$ cat config.mk
export PLATFORM = sky130hd
export DESIGN_NAME = ivs_core
export DESIGN_NICKNAME = d
export VERILOG_FILES = /design/src/logic/ivs_pkg.sv /design/src/logic/ivs_core.sv
export SDC_FILE = /design/constraint.sdc
export NUM_CORES = 1
export LEC_CHECK = 0
export BUFFER_PORTS_ARGS = -buffer_cell sky130_fd_sc_hd__clkbuf_2
export CORE_MARGIN = 3
export CORE_UTILIZATION = 51
export DETAILED_ROUTE_END_ITERATION = 12
export HOLD_SLACK_MARGIN = 0.08
export PLACE_DENSITY_LB_ADDON = 0.15
export SYNTH_ARGS = -nofsm -noshare
export SYNTH_HDL_FRONTEND = slang
export SYNTH_SLANG_ARGS = --single-unit
$ cat constraint.sdc
create_clock -name SYS_CLK -period 2.3 [get_ports SYS_CLK]
set_clock_uncertainty 0.1 [all_clocks]
set_input_delay 0.345 -clock SYS_CLK [delete_from_list [all_inputs] [get_ports SYS_CLK]]
set_output_delay 0.345 -clock SYS_CLK [all_outputs]
set_load 0.005 [all_outputs]
$ cat src/logic/ivs_pkg.sv
// package: register map, field layout, reset values and carrier types for the vector/stack/flag block
package ivs_pkg;

    // ---------------------------------------------------------------
    // register byte addresses (apb, one aligned word each)
    // ---------------------------------------------------------------
    localparam logic [7:0] ADDR_VECTOR_BASE   = 8'h00;
    localparam logic [7:0] ADDR_INT_CONTROL   = 8'h04;
    localparam logic [7:0] ADDR_STACK_PTRS    = 8'h08;
    localparam logic [7:0] ADDR_DATA_STACK    = 8'h0c;
    localparam logic [7:0] ADDR_COND_FLAGS    = 8'h10;
    localparam logic [7:0] ADDR_VECTOR_OUT    = 8'h14;
    localparam logic [7:0] ADDR_RX_STATUS     = 8'h18;

    // ---------------------------------------------------------------
    // field positions
    // ---------------------------------------------------------------
    localparam int RIS_MSB    = 7;
    localparam int RIS_LSB    = 6;
    localparam int MASK_MSB   = 4;
    localparam int CSP_MSB    = 7;
    localparam int CSP_LSB    = 4;
    localparam int BSP_MSB    = 3;
    localparam int FLAG_C     = 1;
    localparam int FLAG_N     = 3;
    localparam int FLAG_V     = 2;
    localparam int FLAG_Z     = 0;

    // ---------------------------------------------------------------
    // reset values
    // ---------------------------------------------------------------
    localparam logic [7:0] RST_VECTOR_BASE = 8'h00;
    localparam logic [1:0] RST_RIS         = 2'h3;
    localparam logic [4:0] RST_MASK        = 5'h1f;
    localparam logic [3:0] RST_PTR         = 4'h0;
    localparam logic [3:0] RST_FLAGS       = 4'h0;

    // ---------------------------------------------------------------
    // six-bit source vector addresses
    // ---------------------------------------------------------------
    localparam logic [5:0] VEC_NMI  = 6'h1c;
    localparam logic [5:0] VEC_RX   = 6'h04;
    localparam logic [5:0] VEC_TX   = 6'h08;
    localparam logic [5:0] VEC_LTA  = 6'h0c;

    // receiver interrupt source selection codes
    typedef enum logic [1:0]
    {
        RIS_FULL_ERR  = 2'b00,
        RIS_AVAIL_ERR = 2'b01,
        RIS_UNUSED    = 2'b10,
        RIS_ACTIVE    = 2'b11
    } ivs_ris_t;

    // interrupt source selector for vector formation
    typedef enum logic [1:0]
    {
        SRC_NMI = 2'b00,
        SRC_RX  = 2'b01,
        SRC_TX  = 2'b10,
        SRC_LTA = 2'b11
    } ivs_src_t;

    // result flags of one alu operation
    typedef struct packed
    {
        logic arith;   // arithmetic instruction finished
        logic logic_op;// logical or shift instruction finished
        logic shift;   // operation was a shift or rotate
        logic carry;   // carry/borrow or last bit shifted out
        logic neg;     // result negative
        logic ovf;     // arithmetic overflow
        logic zero;    // result zero
    } ivs_alu_t;

    // receiver status levels and events
    typedef struct packed
    {
        logic fifo_full;  // receive fifo full level
        logic word_valid; // valid word arrived (pulse)
        logic word_read;  // word read by cpu (pulse)
        logic start_seq;  // valid starting sequence (pulse)
        logic end_msg;    // end of message (pulse)
        logic fault;      // receiver error detected (pulse)
    } ivs_rx_t;

endpackage

$ cat src/logic/ivs_core.sv
// module: vector base, receiver interrupt select, stacks and condition flags with apb access
module ivs_core
    import ivs_pkg::*;
#(
    parameter int STACK_DEPTH = 16
)
(
    input  wire logic        SYS_CLK,          // cpu clock, 125 mhz
    input  wire logic        RST_B,            // synchronous reset, active low
    input  wire logic        PSEL,             // apb select
    input  wire logic        PENABLE,          // apb access phase
    input  wire logic        PWRITE,           // apb write
    input  wire logic [7:0]  PADDR,            // apb byte address
    input  wire logic [31:0] PWDATA,           // apb write data
    output logic      [31:0] PRDATA,           // apb read data
    output logic             PREADY,           // apb ready
    output logic             PSLVERR,          // apb error on unmapped address
    input  wire ivs_alu_t    ALU_RESULT,       // alu flag results of one instruction
    input  wire ivs_rx_t     RX_EVENTS,        // receiver levels and event pulses
    input  wire ivs_src_t    IRQ_SOURCE,       // source whose vector is formed
    output logic      [15:0] IRQ_VECTOR,       // formed vector address
    output logic             RX_IRQ_REQ,       // selected receiver interrupt request
    output logic      [4:0]  IRQ_MASK,         // mask bits of control register
    output logic      [3:0]  COND_FLAGS_OUT    // n, v, c, z as in register
);

    // ---------------------------------------------------------------
    // state
    // ---------------------------------------------------------------
    typedef struct packed
    {
        logic [7:0]  vector_base;
        logic [1:0]  rx_irq_source_sel;
        logic [4:0]  irq_mask;
        logic [3:0]  call_stack_ptr;
        logic [3:0]  byte_stack_ptr;
        logic [STACK_DEPTH-1:0][7:0] byte_stack;
        logic [3:0]  flags;
        logic        rx_word_ready;
        logic        rx_in_message;
        logic        rx_fault;
        logic [31:0] rdata;
        logic [15:0] vector;
        logic        rx_irq;
        logic        rd_done;      // read data captured, answer in this access cycle
    } ivs_state_t;

    ivs_state_t state_r;
    ivs_state_t state_nxt;

    logic       wr_en;
    logic       rd_en;
    logic       mapped;
    logic [5:0] src_addr;
    logic [3:0] bsp_dec;

    // ---------------------------------------------------------------
    // bus decode
    // ---------------------------------------------------------------
    // reads take one wait state so that registered read data stands at the ready edge;
    // capture happens once per read, so a pop steps the pointer only once
    assign wr_en   = PSEL && PENABLE && PWRITE && mapped;
    assign rd_en   = PSEL && PENABLE && !PWRITE && mapped && !state_r.rd_done;
    assign PREADY  = PSEL && PENABLE && (PWRITE || !mapped || state_r.rd_done);
    assign PSLVERR = PSEL && PENABLE && !mapped;

    // address decode, vector and status registers are read only
    always_comb
    begin
        unique case (PADDR)
            ADDR_VECTOR_BASE, ADDR_INT_CONTROL, ADDR_STACK_PTRS, ADDR_DATA_STACK,
            ADDR_COND_FLAGS, ADDR_VECTOR_OUT, ADDR_RX_STATUS: mapped = 1'b1;
            default: mapped = 1'b0;
        endcase
    end

    // six-bit source vector address per source
    always_comb
    begin
        unique case (IRQ_SOURCE)
            SRC_NMI: src_addr = VEC_NMI;
            SRC_RX:  src_addr = VEC_RX;
            SRC_TX:  src_addr = VEC_TX;
            SRC_LTA: src_addr = VEC_LTA;
        endcase
    end

    assign bsp_dec = state_r.byte_stack_ptr - 4'h1;

    // ---------------------------------------------------------------
    // next state
    // ---------------------------------------------------------------
    always_comb
    begin
        state_nxt = state_r;

        // receiver status flags, set wins over clear
        if (RX_EVENTS.fault || RX_EVENTS.word_read)
        begin
            state_nxt.rx_word_ready = 1'b0;
        end
        if (RX_EVENTS.word_valid)
        begin
            state_nxt.rx_word_ready = 1'b1;
        end
        if (RX_EVENTS.fault || RX_EVENTS.end_msg)
        begin
            state_nxt.rx_in_message = 1'b0;
        end
        if (RX_EVENTS.start_seq)
        begin
            state_nxt.rx_in_message = 1'b1;
        end
        if (rd_en && PADDR == ADDR_RX_STATUS)
        begin
            state_nxt.rx_fault = 1'b0;                 // read clears the error latch
        end
        if (RX_EVENTS.fault)
        begin
            state_nxt.rx_fault = 1'b1;
        end

        // condition flags from alu; other instructions leave them
        if (ALU_RESULT.arith || ALU_RESULT.logic_op)
        begin
            state_nxt.flags[FLAG_N] = ALU_RESULT.neg;
            state_nxt.flags[FLAG_Z] = ALU_RESULT.zero;
        end
        if (ALU_RESULT.arith)
        begin
            state_nxt.flags[FLAG_V] = ALU_RESULT.ovf;
        end
        if (ALU_RESULT.arith || ALU_RESULT.shift)
        begin
            state_nxt.flags[FLAG_C] = ALU_RESULT.carry;
        end

        // register writes
        if (wr_en)
        begin
            unique case (PADDR)
                ADDR_VECTOR_BASE:
                    state_nxt.vector_base = PWDATA[7:0];
                ADDR_INT_CONTROL:
                begin
                    state_nxt.rx_irq_source_sel = PWDATA[RIS_MSB:RIS_LSB];
                    state_nxt.irq_mask          = PWDATA[MASK_MSB:0];
                end
                ADDR_STACK_PTRS:
                begin
                    state_nxt.call_stack_ptr = PWDATA[CSP_MSB:CSP_LSB];
                    state_nxt.byte_stack_ptr = PWDATA[BSP_MSB:0];
                end
                ADDR_DATA_STACK:
                begin
                    // push: store then advance, wraps modulo sixteen
                    state_nxt.byte_stack[state_r.byte_stack_ptr] = PWDATA[7:0];
                    state_nxt.byte_stack_ptr = state_r.byte_stack_ptr + 4'h1;
                end
                ADDR_COND_FLAGS:
                    state_nxt.flags = PWDATA[3:0];
                default:
                begin
                end
            endcase
        end

        // read data, captured at the first access edge, shown with ready at the next
        state_nxt.rd_done = rd_en;
        state_nxt.rdata = 32'h0;
        if (rd_en)
        begin
            unique case (PADDR)
                ADDR_VECTOR_BASE: state_nxt.rdata = {24'h0, state_r.vector_base};
                ADDR_INT_CONTROL: state_nxt.rdata = {24'h0, state_r.rx_irq_source_sel, 1'b0, state_r.irq_mask};
                ADDR_STACK_PTRS:  state_nxt.rdata = {24'h0, state_r.call_stack_ptr, state_r.byte_stack_ptr};
                ADDR_DATA_STACK:
                begin
                    // pop: step back then read
                    state_nxt.rdata          = {24'h0, state_r.byte_stack[bsp_dec]};
                    state_nxt.byte_stack_ptr = bsp_dec;
                end
                ADDR_COND_FLAGS:  state_nxt.rdata = {28'h0, state_r.flags};
                ADDR_VECTOR_OUT:  state_nxt.rdata = {16'h0, state_r.vector};
                ADDR_RX_STATUS:   state_nxt.rdata = {28'h0, state_r.rx_fault, state_r.rx_in_message,
                                                     state_r.rx_word_ready, RX_EVENTS.fifo_full};
                default:
                begin
                end
            endcase
        end

        // vector formation
        state_nxt.vector = {state_r.vector_base, 2'b00, src_addr};

        // receiver interrupt source selection
        unique case (ivs_ris_t'(state_r.rx_irq_source_sel))
            RIS_FULL_ERR:  state_nxt.rx_irq = RX_EVENTS.fifo_full || state_r.rx_fault;
            RIS_AVAIL_ERR: state_nxt.rx_irq = state_r.rx_word_ready || state_r.rx_fault;
            RIS_UNUSED:    state_nxt.rx_irq = 1'b0;
            RIS_ACTIVE:    state_nxt.rx_irq = state_r.rx_in_message;
        endcase

        // synchronous reset; stack contents are left undefined
        if (!RST_B)
        begin
            state_nxt.vector_base       = RST_VECTOR_BASE;
            state_nxt.rx_irq_source_sel = RST_RIS;
            state_nxt.irq_mask          = RST_MASK;
            state_nxt.call_stack_ptr    = RST_PTR;
            state_nxt.byte_stack_ptr    = RST_PTR;
            state_nxt.flags             = RST_FLAGS;
            state_nxt.rx_word_ready     = 1'b0;
            state_nxt.rx_in_message     = 1'b0;
            state_nxt.rx_fault          = 1'b0;
            state_nxt.rdata             = 32'h0;
            state_nxt.vector            = {RST_VECTOR_BASE, 2'b00, VEC_NMI};
            state_nxt.rx_irq            = 1'b0;
            state_nxt.rd_done           = 1'b0;
        end
    end

    // ---------------------------------------------------------------
    // state register
    // ---------------------------------------------------------------
    always_ff @(posedge SYS_CLK)
    begin
        state_r <= state_nxt;
    end

    // outputs
    assign PRDATA         = state_r.rdata;
    assign IRQ_VECTOR     = state_r.vector;
    assign RX_IRQ_REQ     = state_r.rx_irq;
    assign IRQ_MASK       = state_r.irq_mask;
    assign COND_FLAGS_OUT = state_r.flags;

endmodule

==> out/summary.txt <==
Min Tclk post-route - 2.21 ns
CTS Sinks - 187
Core ar. - 15400 um^2
CP max stage delay - 0.40 ns
Ys async rst share - 0%
WL/cell - 19.5 um
Hold Slack - 0.0948 ns
First-pass GRT wire length - 27600 um
Final ANT Viol Nets - 0
Req. time, crit path - 2.53 ns
RePlAce Congestion - 0.824
Antenna violations before repair - 0
Final period utilization - 96.0%
Startpoint types - flip-flop
Die Wd - 132 um
Post-CTS Setup Bufs - 0
Cell chain of the critical path - inv_1 -> ha_1 -> xor2_1 -> nor2_2 -> buf_4 -> a22oi_1 -> nand3_1 -> o211ai_1
Nets - 771
GRT Total Usage - 21.0%
PortBufs - 74
MaxCap Viol Count - 0
Distinct cell type count after synthesis - 54
Synth Register Bits - 187
Status - finished clean
RSZ-0062 raised after global routing - false
Worst Max-Slew Pin Slew - 0.563 ns
CP max FO - 7
Final Cell Area - 9300 um^2
H-tree levels - 4
Die Y - 132 um
Drt first pass iters - 5
Top FF cell, synth - edfxtp_1
Routed vias - 5102
Largest net degree at the start of global routing - 69
Via-to-Cell Ratio - 5.48
Total wire length - 18200 um
DRT iter0 DRCs - 353
FP Rows - 45
Fill count - 1220
Io pins - 120
CTS tree - yes
Reg clk slew, reported paths - 0.07 ns
Vias in the first global route - 4816
Layout cell share with drive strength beyond 1 - 25.3%
Final Hold Viols - 0
Pwr Density - 734 nW/um^2
Worst-skew pair later-pin latency - 0.44 ns
Post-synth EDFFs - 128
Slowest cell on crit path - xor2_1
Die footprint - 17400 um^2
CP Capture Type - flip-flop
Post-DP HPWL - 11900 um
Initial Util - 52.7%
Fin. max-slew vios - 0
Mean Syn Cell Area - 12.9 um^2
P_leak - 0.00334 uW
Post-synthesis sequential area ratio - 62.1%
DRC viols - 0
CTS Buffer Depth - 2
Crit Path Category - reg -> reg
HP Class - in -> reg
Synthesis-to-layout area growth - 14.9%
Fmax - 453 MHz
Placed cell areas - 8630 um^2
Total gr overflow - 0
CP arrival - 2.44 ns
YS warnings - 0
Worst-case vdd ir drop - 0.592 mV
Post-Synthesis Cell Area - 8100 um^2
CTS Root Cell - clkbuf_16
Inserted Clock Buffers - 17
Slew margin rel. - 62.5%
Mapped Cells - 627
# diodes - 0
Setup Viol. Count Final - 0
==> final cells by class <==
class                           instances  area [um^2]  share of cell area (%)
Timing Repair Buffer                  131          823                    8.85
Clock buffer                           18          439                    4.72
Sequential cell                       187         5030                    54.0
Clock inverter                         14          178                    1.91
Inverter                                5         18.8                   0.202
Multi-Input combinational cell        365         2550                    27.4
Tap cell                              211          264                    2.84
==> worst max-delay path: cells and delay by family, from the launching register on <==
kind | cells | cell delay, ns
xor+xnor | 1 | 0.40
flops | 1 | 0.35
simple gates | 2 | 0.35
compound gates | 2 | 0.35
buf+inv | 2 | 0.28
fa+ha+maj | 1 | 0.26
==> cells by family (layout without fill, tap and decap cells) <==
| logic type | count (synthesis) | count (layout) | share of synthesized area [%] |
|---|---|---|---|
| other | 1 | 21 | 0.0463 |
| and+or+nand+nor | 165 | 165 | 10.9 |
| buffers and inverters | 95 | 168 | 7.48 |
| xor gates and xnor gates | 4 | 4 | 0.433 |
| muxes | 80 | 80 | 10.6 |
| DFF | 187 | 187 | 62.1 |
| adders and majority gates | 4 | 4 | 0.618 |
| AOI/OAI and AO/OA | 91 | 91 | 7.94 |
==> per-layer routing <==
metal,routed length (um),track usage [%],part of all wire (%),vias up
li1,-,-,-,2397
met2,8450,32.1,47,170
met3,1080,5.69,6.0,23
met5,0,0,0,-
met1,8390,29.6,46,2512
met4,244,6.18,1.3,0
==> cells in the final DEF (no fill, tap or decap), types with 3 or more instances in the layout <==
master | synthesis | final
a21boi_0 | 6 | 6
a21o_1 | 5 | 5
a21oi_1 | 10 | 10
a22o_1 | 3 | 3
a22oi_1 | 30 | 30
and2_1 | 16 | 16
buf_4 | 57 | 51
clkbuf_16 | 0 | 17
clkbuf_2 | 0 | 74
clkinv_4 | 0 | 4
conb_1 | 1 | 21
dfxtp_1 | 59 | 58
dlygate4sd3_1 | 0 | 5
edfxtp_1 | 128 | 128
ha_1 | 4 | 4
inv_1 | 5 | 5
inv_6 | 0 | 4
mux2_2 | 3 | 3
mux2i_1 | 73 | 73
mux4_2 | 4 | 4
nand2_1 | 56 | 56
nand2b_1 | 4 | 4
nand3_1 | 27 | 27
nand3b_1 | 5 | 5
nand4_1 | 4 | 4
nor2_1 | 24 | 21
nor2_2 | 2 | 4
nor2b_1 | 3 | 3
nor3_1 | 7 | 7
nor3b_2 | 3 | 3
o211a_1 | 5 | 5
o211ai_1 | 3 | 3
o21ai_0 | 11 | 11
o21ai_1 | 6 | 6
==> synth_stat cells (5+ instances only) <==
cell | number | share of area, %
nor3_1 | 7 | 0.43
o21ai_1 | 6 | 0.37
nand2_1 | 56 | 2.6
a22oi_1 | 30 | 2.8
buf_4 | 57 | 5.3
nand3b_1 | 5 | 0.46
o211a_1 | 5 | 0.62
nand3_1 | 27 | 1.7
dfxtp_1 | 59 | 15
inv_1 | 5 | 0.23
mux2i_1 | 73 | 9.0
o21ai_0 | 11 | 0.68
a21oi_1 | 10 | 0.62
edfxtp_1 | 128 | 47
a21boi_0 | 6 | 0.56
buf_2 | 10 | 0.62
nor2_1 | 24 | 1.1
and2_1 | 16 | 1.2
a21o_1 | 5 | 0.46
clkbuf_1 | 18 | 0.83
==> stage by stage <==
| stage | setup slack, ns | TNS (ns) | power [uW] | cells | util (%) |
|---|---|---|---|---|---|
| 6_report | 0.0916 | 0 | 6820 | 931 | 60.5 |
| 3_3_place_gp | 0.00793 | 0 | 3880 | 894 | 56.1 |
| 3_5_place_dp | -0.00786 | -0.00786 | 3890 | 894 | 56.1 |
| 5_1_grt | 0.0251 | 0 | 7040 | 931 | 60.5 |
| 2_1_floorplan | -0.205 | -6.56 | 3810 | 647 | - |
| 4_1_cts | 0.0110 | 0 | 6860 | 931 | 60.5 |
==> repair_timing <==
item | in CTS | in global routing
setup endpoints to repair | 0 | 7
resized for setup | 0 | 2
hold endpoints to repair | 5 | 0
hold buffers | 5 | 0
==> power by group <==
part	total [uW]	internal [uW]	switching, uW	leakage, uW
clock network	3000	1670	1330	0.000301
registers	3600	3590	9.76	0.00163
logic	221	79.0	142	0.00141
total	6820	5350	1480	0.00334
==> worst paths after layout <==
kind / start / to / slack [ns] / cells past startpoint
worst min register to register: IRQ_VECTOR[9] / PRDATA[9] / 0.35 / 1
worst max-delay path: state_r[185] / PRDATA[4] / 0.09 / 8
worst min-delay path: RX_EVENTS[0] / state_r[50] / 0.09 / 3
worst max register to register: state_r[185] / PRDATA[4] / 0.09 / 8
(Power assumes the default switching activity.)
